`src/logic/fdma_pkg.sv`:
```
package fdma_pkg;
   localparam int NCH = 4;
   localparam int AW = 16;
   localparam int DW = 16;
   localparam int CW = 14;
   localparam int SW = 8;
   // register port map, word indices
   localparam logic [5:0] RA_STAT = 6'h20;
   localparam int RA_AREA_BIT = 5;
   localparam int RA_CH_LSB = 3;
   localparam logic [2:0] RG_CTRL = 3'h0;
   localparam logic [2:0] RG_REQ = 3'h1;
   localparam logic [2:0] RG_STA = 3'h2;
   localparam logic [2:0] RG_STB = 3'h3;
   localparam logic [2:0] RG_PAD = 3'h4;
   localparam logic [2:0] RG_CNT = 3'h5;
   // control word fields
   localparam int CB_EN = 15;
   localparam int CB_SIZE = 14;
   localparam int CB_DIR = 13;
   localparam int CB_HALF = 12;
   localparam int CB_AM = 4;
   localparam int CB_MODE = 0;
   localparam int RB_FORCE = 15;
   localparam logic [15:0] RST_REG = 16'h0000;
   // request codes and their peripheral data addresses
   localparam logic [7:0] RQ_EXT0 = 8'h00;
   localparam logic [7:0] RQ_CAP1 = 8'h01;
   localparam logic [7:0] RQ_CMP1 = 8'h02;
   localparam logic [7:0] RQ_ADC = 8'h0D;
   localparam logic [7:0] RQ_CANRX = 8'h22;
   localparam logic [7:0] RQ_CANTX = 8'h46;
   localparam logic [15:0] PA_CAP1 = 16'h0144;
   localparam logic [15:0] PA_CMP1_PRI = 16'h0906;
   localparam logic [15:0] PA_CMP1_SEC = 16'h0904;
   localparam logic [15:0] PA_ADC = 16'h0300;
   localparam logic [15:0] PA_CANRX = 16'h0440;
   localparam logic [15:0] PA_CANTX = 16'h0442;
   typedef enum logic [1:0] {AM_INC, AM_NOINC, AM_PIA, AM_RSV} fdma_am_t;
   typedef struct packed {
      logic en;
      logic size;
      logic dir;
      logic half;
      fdma_am_t am;
      logic [1:0] mode;
   } fdma_cfg_t;
   typedef struct packed {
      logic req;
      logic we;
      logic byte_sel;
      logic [AW-1:0] addr;
      logic [DW-1:0] wdata;
   } fdma_bus_t;
endpackage

```
`src/logic/fdma_ctrl.sv`:
```
// The register offsets and the address-and-strobe port were chosen for this implementation.
`timescale 1ns/1ps
module fdma_ctrl
(
   input wire logic i_clk,
   input wire logic i_rst,
   input wire logic i_ce,
   input wire logic [5:0] i_reg_addr,
   input wire logic [15:0] i_reg_wdata,
   input wire logic i_reg_wr,
   input wire logic i_reg_rd,
   output logic [15:0] o_reg_rdata,
   input wire logic [255:0] i_periph_req,
   input wire logic [15:0] i_pia_addr,
   output fdma_pkg::fdma_bus_t o_bus,
   input wire logic i_mem_gnt,
   input wire logic [15:0] i_mem_rdata,
   output logic [3:0] o_chan_done,
   output logic o_busy
);
   typedef enum logic [1:0] {ST_IDLE, ST_RD, ST_RWAIT, ST_WR} fdma_st_t;

   fdma_pkg::fdma_cfg_t cfg_ff [4];
   fdma_pkg::fdma_cfg_t nxt_cfg [4];
   logic [7:0] sel_ff [4];
   logic [7:0] nxt_sel [4];
   logic [15:0] sta_ff [4];
   logic [15:0] nxt_sta [4];
   logic [15:0] stb_ff [4];
   logic [15:0] nxt_stb [4];
   logic [15:0] pad_ff [4];
   logic [15:0] nxt_pad [4];
   logic [13:0] cnt_ff [4];
   logic [13:0] nxt_cnt [4];
   logic [13:0] tcnt_ff [4];
   logic [13:0] nxt_tcnt [4];
   logic [15:0] off_ff [4];
   logic [15:0] nxt_off [4];
   logic [3:0] pp_ff;
   logic [3:0] nxt_pp;
   logic [3:0] pend_ff;
   logic [3:0] nxt_pend;
   logic [3:0] reqd_ff;
   logic [3:0] done_ff;
   logic [3:0] nxt_done;
   logic [15:0] rdata_ff;
   logic [15:0] nxt_rdata;
   fdma_st_t st_ff;
   fdma_st_t nxt_st;
   logic [1:0] chan_ff;
   logic [1:0] nxt_chan;
   logic [15:0] addr_ff;
   logic [15:0] nxt_addr;
   logic [15:0] sram_ff;
   logic [15:0] nxt_sram;
   logic [15:0] data_ff;
   logic [15:0] nxt_data;
   logic [3:0] sreq;
   logic [3:0] go;
   logic wdone;
   logic last;
   logic [1:0] wch;
   logic [2:0] wrg;
   logic wch_area;
   logic [1:0] pk;

   function automatic logic [1:0] pick_chan(input logic [3:0] v);
      pick_chan = 2'h0;
      for (int i = 3; i >= 0; i--)
      begin
         if (v[i])
         begin
            pick_chan = 2'(i);
         end
      end
   endfunction

   // only codes with a known data register load an address
   function automatic logic [15:0] default_pad(input logic [7:0] code, input logic dir,
                                               input logic [15:0] cur);
      default_pad = cur;
      unique case (code)
         fdma_pkg::RQ_EXT0: default_pad = cur;
         fdma_pkg::RQ_CAP1: default_pad = dir ? cur : fdma_pkg::PA_CAP1;
         fdma_pkg::RQ_CMP1: default_pad = dir ? fdma_pkg::PA_CMP1_PRI : cur;
         fdma_pkg::RQ_ADC: default_pad = dir ? cur : fdma_pkg::PA_ADC;
         fdma_pkg::RQ_CANRX: default_pad = dir ? cur : fdma_pkg::PA_CANRX;
         fdma_pkg::RQ_CANTX: default_pad = dir ? fdma_pkg::PA_CANTX : cur;
         default: default_pad = cur;
      endcase
   endfunction

   for (genvar g = 0; g < fdma_pkg::NCH; g++)
   begin : g_ch
      assign sreq[g] = i_periph_req[sel_ff[g]];
      assign go[g] = pend_ff[g] & cfg_ff[g].en;
   end

   assign wch_area = ~i_reg_addr[fdma_pkg::RA_AREA_BIT];
   assign wch = i_reg_addr[fdma_pkg::RA_CH_LSB +: 2];
   assign wrg = i_reg_addr[2:0];
   assign wdone = (st_ff == ST_WR) && i_mem_gnt && i_ce;
   assign last = tcnt_ff[chan_ff] == cnt_ff[chan_ff];
   assign pk = pick_chan(go);

   always_comb
   begin
      o_bus.req = (st_ff == ST_RD) || (st_ff == ST_WR);
      o_bus.we = st_ff == ST_WR;
      o_bus.byte_sel = cfg_ff[chan_ff].size;
      o_bus.addr = addr_ff;
      o_bus.wdata = data_ff;
      o_reg_rdata = rdata_ff;
      o_chan_done = done_ff;
      o_busy = st_ff != ST_IDLE;
   end

   always_comb
   begin
      nxt_cfg = cfg_ff;
      nxt_sel = sel_ff;
      nxt_sta = sta_ff;
      nxt_stb = stb_ff;
      nxt_pad = pad_ff;
      nxt_cnt = cnt_ff;
      nxt_tcnt = tcnt_ff;
      nxt_off = off_ff;
      nxt_pp = pp_ff;
      nxt_pend = pend_ff;
      nxt_done = 4'h0;
      nxt_rdata = rdata_ff;
      nxt_st = st_ff;
      nxt_chan = chan_ff;
      nxt_addr = addr_ff;
      nxt_sram = sram_ff;
      nxt_data = data_ff;
      unique case (st_ff)
         ST_IDLE:
         begin
            if (|go)
            begin
               nxt_chan = pk;
               nxt_pend[pk] = 1'b0;
               if (cfg_ff[pk].am == fdma_pkg::AM_PIA)
               begin
                  nxt_sram = i_pia_addr;
               end
               else
               begin
                  nxt_sram = (pp_ff[pk] ? stb_ff[pk] : sta_ff[pk]) + off_ff[pk];
               end
               // source depends on the fixed direction of the channel
               nxt_addr = cfg_ff[pk].dir ? nxt_sram : pad_ff[pk];
               nxt_st = ST_RD;
            end
         end
         ST_RD:
         begin
            if (i_mem_gnt)
            begin
               nxt_st = ST_RWAIT;
            end
         end
         ST_RWAIT:
         begin
            nxt_data = i_mem_rdata;
            nxt_addr = cfg_ff[chan_ff].dir ? pad_ff[chan_ff] : sram_ff;
            nxt_st = ST_WR;
         end
         ST_WR:
         begin
            if (i_mem_gnt)
            begin
               nxt_st = ST_IDLE;
               if (last)
               begin
                  nxt_tcnt[chan_ff] = 14'h0000;
                  nxt_off[chan_ff] = 16'h0000;
                  nxt_done[chan_ff] = ~cfg_ff[chan_ff].half;
                  if (cfg_ff[chan_ff].mode[0])
                  begin
                     nxt_cfg[chan_ff].en = 1'b0;
                  end
                  if (cfg_ff[chan_ff].mode[1])
                  begin
                     nxt_pp[chan_ff] = ~pp_ff[chan_ff];
                  end
               end
               else
               begin
                  nxt_tcnt[chan_ff] = tcnt_ff[chan_ff] + 14'h0001;
                  if (cfg_ff[chan_ff].am == fdma_pkg::AM_INC)
                  begin
                     // byte steps by one, word by two
                     nxt_off[chan_ff] = off_ff[chan_ff] + (cfg_ff[chan_ff].size ? 16'h0001 : 16'h0002);
                  end
                  nxt_done[chan_ff] = cfg_ff[chan_ff].half && (tcnt_ff[chan_ff] == (cnt_ff[chan_ff] >> 1));
               end
            end
         end
      endcase
      // request edges set after the grant clear, so a new one is kept
      for (int c = 0; c < fdma_pkg::NCH; c++)
      begin
         if (cfg_ff[c].en && sreq[c] && !reqd_ff[c])
         begin
            nxt_pend[c] = 1'b1;
         end
      end
      if (i_reg_wr && wch_area)
      begin
         unique case (wrg)
            fdma_pkg::RG_CTRL:
            begin
               nxt_cfg[wch].en = i_reg_wdata[fdma_pkg::CB_EN];
               nxt_cfg[wch].size = i_reg_wdata[fdma_pkg::CB_SIZE];
               nxt_cfg[wch].dir = i_reg_wdata[fdma_pkg::CB_DIR];
               nxt_cfg[wch].half = i_reg_wdata[fdma_pkg::CB_HALF];
               nxt_cfg[wch].am = fdma_pkg::fdma_am_t'(i_reg_wdata[fdma_pkg::CB_AM +: 2]);
               nxt_cfg[wch].mode = i_reg_wdata[fdma_pkg::CB_MODE +: 2];
               if (i_reg_wdata[fdma_pkg::CB_EN] && !cfg_ff[wch].en)
               begin
                  nxt_tcnt[wch] = 14'h0000;
                  nxt_off[wch] = 16'h0000;
                  nxt_pp[wch] = 1'b0;
                  // stale request from before the disable must not start a block
                  nxt_pend[wch] = 1'b0;
               end
            end
            fdma_pkg::RG_REQ:
            begin
               nxt_sel[wch] = i_reg_wdata[7:0];
               nxt_pad[wch] = default_pad(i_reg_wdata[7:0], cfg_ff[wch].dir, pad_ff[wch]);
               // disabled channels refuse forced requests too
               if (i_reg_wdata[fdma_pkg::RB_FORCE] && cfg_ff[wch].en)
               begin
                  nxt_pend[wch] = 1'b1;
               end
            end
            fdma_pkg::RG_STA: nxt_sta[wch] = i_reg_wdata;
            fdma_pkg::RG_STB: nxt_stb[wch] = i_reg_wdata;
            fdma_pkg::RG_PAD: nxt_pad[wch] = i_reg_wdata;
            fdma_pkg::RG_CNT: nxt_cnt[wch] = i_reg_wdata[13:0];
            default: nxt_sta[wch] = sta_ff[wch];
         endcase
      end
      if (i_reg_rd)
      begin
         nxt_rdata = 16'h0000;
         if (i_reg_addr == fdma_pkg::RA_STAT)
         begin
            nxt_rdata = {3'h0, o_busy, 2'h0, chan_ff, pp_ff, pend_ff};
         end
         else if (wch_area)
         begin
            unique case (wrg)
               fdma_pkg::RG_CTRL: nxt_rdata = {cfg_ff[wch].en, cfg_ff[wch].size, cfg_ff[wch].dir,
                                               cfg_ff[wch].half, 6'h00, cfg_ff[wch].am, 2'h0,
                                               cfg_ff[wch].mode};
               fdma_pkg::RG_REQ: nxt_rdata = {8'h00, sel_ff[wch]};
               fdma_pkg::RG_STA: nxt_rdata = sta_ff[wch];
               fdma_pkg::RG_STB: nxt_rdata = stb_ff[wch];
               fdma_pkg::RG_PAD: nxt_rdata = pad_ff[wch];
               fdma_pkg::RG_CNT: nxt_rdata = {2'h0, cnt_ff[wch]};
               default: nxt_rdata = 16'h0000;
            endcase
         end
      end
   end

   always_ff @(posedge i_clk or posedge i_rst)
   begin
      if (i_rst)
      begin
         for (int c = 0; c < fdma_pkg::NCH; c++)
         begin
            cfg_ff[c] <= '0;
            sel_ff[c] <= 8'h00;
            sta_ff[c] <= fdma_pkg::RST_REG;
            stb_ff[c] <= fdma_pkg::RST_REG;
            pad_ff[c] <= fdma_pkg::RST_REG;
            cnt_ff[c] <= 14'h0000;
            tcnt_ff[c] <= 14'h0000;
            off_ff[c] <= 16'h0000;
         end
         pp_ff <= 4'h0;
         pend_ff <= 4'h0;
         reqd_ff <= 4'h0;
         done_ff <= 4'h0;
         rdata_ff <= 16'h0000;
         st_ff <= ST_IDLE;
         chan_ff <= 2'h0;
         addr_ff <= 16'h0000;
         sram_ff <= 16'h0000;
         data_ff <= 16'h0000;
      end
      else if (i_ce)
      begin
         cfg_ff <= nxt_cfg;
         sel_ff <= nxt_sel;
         sta_ff <= nxt_sta;
         stb_ff <= nxt_stb;
         pad_ff <= nxt_pad;
         cnt_ff <= nxt_cnt;
         tcnt_ff <= nxt_tcnt;
         off_ff <= nxt_off;
         pp_ff <= nxt_pp;
         pend_ff <= nxt_pend;
         reqd_ff <= sreq;
         done_ff <= nxt_done;
         rdata_ff <= nxt_rdata;
         st_ff <= nxt_st;
         chan_ff <= nxt_chan;
         addr_ff <= nxt_addr;
         sram_ff <= nxt_sram;
         data_ff <= nxt_data;
      end
   end

   stall_hold_a: assert property (@(posedge i_clk) disable iff (i_rst)
      o_bus.req && !i_mem_gnt |=> o_bus.req && $stable(o_bus.addr) && $stable(o_bus.we))
      else $error("request dropped or changed while stalled");
   prio_pick_a: assert property (@(posedge i_clk) disable iff (i_rst)
      st_ff == ST_IDLE && |go && i_ce |=> chan_ff == pick_chan($past(go)) && st_ff == ST_RD)
      else $error("wrong channel picked");
   pend_keep_a: assert property (@(posedge i_clk) disable iff (i_rst)
      st_ff == ST_IDLE && i_ce && go[0] && go[1] && !i_reg_wr && (reqd_ff[0] || !sreq[0])
      |=> pend_ff[1] && !pend_ff[0])
      else $error("losing request not held");
   size_a: assert property (@(posedge i_clk) disable iff (i_rst)
      o_bus.req |-> o_bus.byte_sel == cfg_ff[chan_ff].size)
      else $error("transfer size mismatch");
   dir_dest_a: assert property (@(posedge i_clk) disable iff (i_rst)
      st_ff == ST_WR |-> addr_ff == (cfg_ff[chan_ff].dir ? pad_ff[chan_ff] : sram_ff))
      else $error("write goes to wrong side");
   pia_addr_a: assert property (@(posedge i_clk) disable iff (i_rst)
      st_ff == ST_IDLE && |go && i_ce && cfg_ff[pk].am == fdma_pkg::AM_PIA |=> sram_ff == $past(i_pia_addr))
      else $error("peripheral address not used");
   inc_step_a: assert property (@(posedge i_clk) disable iff (i_rst)
      wdone && !last && !i_reg_wr && cfg_ff[chan_ff].am == fdma_pkg::AM_INC
      |=> off_ff[$past(chan_ff)] == $past(off_ff[chan_ff]) + (cfg_ff[$past(chan_ff)].size ? 16'h0001 : 16'h0002))
      else $error("address did not advance");
   noinc_a: assert property (@(posedge i_clk) disable iff (i_rst)
      wdone && !last && !i_reg_wr && cfg_ff[chan_ff].am == fdma_pkg::AM_NOINC
      |=> off_ff[$past(chan_ff)] == $past(off_ff[chan_ff]))
      else $error("address moved in fixed mode");
   oneshot_a: assert property (@(posedge i_clk) disable iff (i_rst)
      wdone && last && !i_reg_wr && cfg_ff[chan_ff].mode[0] |=> !cfg_ff[$past(chan_ff)].en)
      else $error("one-shot channel still enabled");
   pingpong_a: assert property (@(posedge i_clk) disable iff (i_rst)
      wdone && last && !i_reg_wr && cfg_ff[chan_ff].mode[1] |=> pp_ff[$past(chan_ff)] != $past(pp_ff[chan_ff]))
      else $error("buffer not swapped");
   full_done_a: assert property (@(posedge i_clk) disable iff (i_rst)
      wdone && last && !cfg_ff[chan_ff].half |=> o_chan_done[$past(chan_ff)] ##1 !o_chan_done[$past(chan_ff, 2)])
      else $error("block done pulse wrong");
   force_a: assert property (@(posedge i_clk) disable iff (i_rst)
      i_ce && i_reg_wr && wch_area && wrg == fdma_pkg::RG_REQ && i_reg_wdata[fdma_pkg::RB_FORCE] && cfg_ff[wch].en
      |=> pend_ff[$past(wch)])
      else $error("forced request lost");
endmodule

```
`config.mk`:
```
export PLATFORM = sky130hd
export DESIGN_NAME = fdma_ctrl
export DESIGN_NICKNAME = d
export VERILOG_FILES = /design/src/logic/fdma_pkg.sv /design/src/logic/fdma_ctrl.sv
export SDC_FILE = /design/constraint.sdc
export NUM_CORES = 2
export LEC_CHECK = 0
export BUFFER_PORTS_ARGS = -buffer_cell sky130_fd_sc_hd__buf_2
export CAP_MARGIN = 20
export CORE_UTILIZATION = 30
export CTS_CLUSTER_SIZE = 16
export DETAILED_ROUTE_END_ITERATION = 12
export SYNTH_ARGS = -nofsm -noshare
export SYNTH_HDL_FRONTEND = slang
export SYNTH_SLANG_ARGS = --single-unit
```
`constraint.sdc`:
```
create_clock -name i_clk -period 26.9 [get_ports i_clk]
set_input_delay 1.345 -clock i_clk [delete_from_list [all_inputs] [get_ports i_clk]]
set_output_delay 1.345 -clock i_clk [all_outputs]
set_load 0.02 [all_outputs]
```
==> results.sh <==
export IMPL_status="completed"
export IMPL_clock_path_buffers=3
export IMPL_worst_slack_ps=21070
export IMPL_fin_tns_setup_ps=0
export IMPL_drc=0
export IMPL_cts_root_buf="clkbuf_16"
export IMPL_grt_pass1_wl_um=196900
export IMPL_post_cts_buffers=0
export IMPL_drt_antenna_violating_nets=0
export IMPL_hpwl_um=94560
export IMPL_synth_cells=3013
export IMPL_wl_um=132600
export IMPL_cts_clk_slew_worst_paths_ps=60
export IMPL_cp_start_kind="flop"
export IMPL_globalRouteTotalUtil_pct=21.54
export IMPL_ctsHtreeMaxLevel=2
export IMPL_rsz0062_at_grt="false"
export IMPL_power_density_nw_per_um2=62.21
export IMPL_final_cell_mix="dfrtp_1 (504), mux4_2 (480), buf_2 (369), nand2_1 (359), mux2_2 (215)"
export IMPL_drv_cap=0
export IMPL_grt_pass1_vias=28850
export IMPL_path_max_fanout=38
export IMPL_drt_iter0_drc=2819
export IMPL_hp_class="reg -> reg"
export IMPL_drive_gt1_share_pct=38.19
export IMPL_slew_headroom_pct=22.62
export IMPL_clock_latency_ps=650
export IMPL_syn2layout_area_growth_pct=14.74
export IMPL_final_util_pct=34.87
export IMPL_fp_row_count=126
export IMPL_drt_first_pass_iters=5
export IMPL_clock_fmax_mhz=171.4
export IMPL_cts_tree="built"
export IMPL_ys_seq_elements=516
export IMPL_peakVddDrop_mv=0.04817
export IMPL_crit_required_ps=27430
export IMPL_dieHeight_um=348.6
export IMPL_dieArea_um2=121500
export IMPL_coreArea_um2=118600
export IMPL_initial_core_util_pct=30.39
export IMPL_io_pins=372
export IMPL_arrival_ps=6360
export IMPL_synth_edff_count=0
export IMPL_synth_cell_type_count=70
export IMPL_synthFlopType="dfrtp_1"
export IMPL_cts_resized=0
export IMPL_antenna_found_initial=29
export IMPL_finalHoldViolCount=0
export IMPL_post_route_min_period_ps=5833
export IMPL_place_ws_ps=21180
export IMPL_syn_area_per_cell_um2=11.96
export IMPL_ys_seq_area_share_pct=35.84
export IMPL_seq_area_um2=12940
export IMPL_skew_ps=54.95
export IMPL_syn_nets=3354
export IMPL_synth_warnings=0
export IMPL_fill_cells=11780
export IMPL_vias=29330
export IMPL_crit_type="reg -> reg"
export IMPL_die_x_um=348.6
export IMPL_worst_pin_slew_ps=1154
export IMPL_multi_input_area_um2=21950
export IMPL_grt_start_max_net_pins=165
export IMPL_gp_congestion=0.9432
export IMPL_via_per_inst=5.996
export IMPL_slew_viol_final=0
export IMPL_numClockSinks=516
export IMPL_cts_hold_buf=0
export IMPL_syn_area_um2=36030
export IMPL_hold_slack_ps=463.4
export IMPL_fin_crit_sh_pct=21.68
export IMPL_wire_per_inst_um=27.12
export IMPL_async_flop_share_pct=100.0
export IMPL_portBuffers=371
export IMPL_critPathCaptureType="flop"
export IMPL_final_common_cell="dfrtp_1"
export IMPL_p_leak_nw=16.29
export IMPL_setup_viol=0
export IMPL_grt_remaining_overflow=0
export IMPL_cts_buffers=56
export IMPL_fin_nets=3576
export IMPL_reg2reg_slack_ps=21070
## path summary, 6_finish.rpt
check	endpoint	start	cells after the start
worst max-delay path	addr_ff[12]	cfg_ff[15]	20
worst min-delay path	pend_ff[2]	reqd_ff[2]	1
min in group asynchronous	tcnt_ff[30]	i_rst	2
worst max register to register	addr_ff[12]	cfg_ff[15]	20
worst min register to register	pend_ff[2]	reqd_ff[2]	1
max in group asynchronous	pad_ff[38]	i_rst	4
## metal layers
metal | global-route usage, % | wire [um] | up-vias
met5 | 0 | 126 | -
met4 | 10.11 | 6764 | 20
met3 | 4.072 | 11340 | 336
met2 | 34.12 | 61580 | 1744
met1 | 28.42 | 52820 | 15020
li1 | - | - | 12210
## cells by family after synthesis
group                    Yosys count  share of synthesized area (%)
multiplexers                     762                          38.59
AND/OR/NAND/NOR                  690                          8.146
AO/OA/AOI/OAI                    653                          11.34
flip-flops                       516                          35.84
buffers and inverters            299                          3.525
XOR/XNOR                          68                          1.653
adder cells (fa/ha/maj)           25                         0.9098
## cells in the mapped netlist (8+ instances only)
library cell  count  area (um^2)
a221oi_1         24        210.2
a21oi_1         154        770.7
mux4_2          480        10810
xnor2_1          45        394.1
nand4_1          17        106.4
mux2_2          215         2421
a22oi_1          37        277.8
dfrtp_1         516        12910
nor3_1           27        135.1
nor2_1          175        656.9
ha_1             23        287.8
nor2b_1          18        112.6
nand2_1         360         1351
o221ai_1         18        157.7
and2_1            8        50.05
a211oi_1         12        90.09
nand3_1          37        185.2
a22o_1           58        508.0
nand2b_1         13        81.33
mux2i_1          66        660.6
o22ai_1          29        181.4
a31oi_1          23        143.9
o21ai_1          23        115.1
o21ai_0         204         1021
buf_4            14        105.1
buf_2            57        285.3
clkbuf_1        171        641.9
xor2_1           23        201.4
buf_1            20        75.07
a221o_1          11        110.1
inv_1            29        108.9
## worst max-delay path: stages, from the launching register on
cell       delay [ps]
dfrtp_1           450
a22oi_1           440
nor2_2             70
buf_4             300
nor4_1            590
a211oi_4           70
buf_4             320
mux4_2            340
nand2_1            70
o21ai_0           110
ha_1              250
fa_1              480
a21o_1            210
a21oi_1           260
o21ai_0           210
a2111oi_0         700
nor2_1            140
xnor2_1           180
a21o_1            150
a21oi_1            70
a221o_1           270
## sequential cells by signal, summed over array words and instances, names as in the netlist, 32 cells and up
name,flops
tcnt_ff,56
cfg_ff,32
stb_ff,64
cnt_ff,56
sta_ff,64
sel_ff,32
pad_ff,64
off_ff,64
## metrics by stage
stage,instance area [um^2],total power [mW],cells
floorplan,36030,1.476,3013
global placement,39340,1.746,4776
detailed placement,39340,1.756,4776
CTS,41290,2.578,4880
global route,41340,2.676,4891
finish,41340,2.572,4891
## power breakdown
group | switching, mW | internal (mW)
Combinational | 0.447 | 0.347
Sequential | 0.0908 | 0.867
Clock | 0.338 | 0.483
Total | 0.875 | 1.70
## layout make-up
class,count,area share (%)
multi-input cells,2198,53.09
flip-flops and latches,516,31.31
repair buffers,431,5.681
well taps,1600,4.842
clock buffers,91,4.143
clock inverters,13,0.5720
inverters,32,0.3087
diodes,10,0.06053
Power figures use the tool's default switching activity.
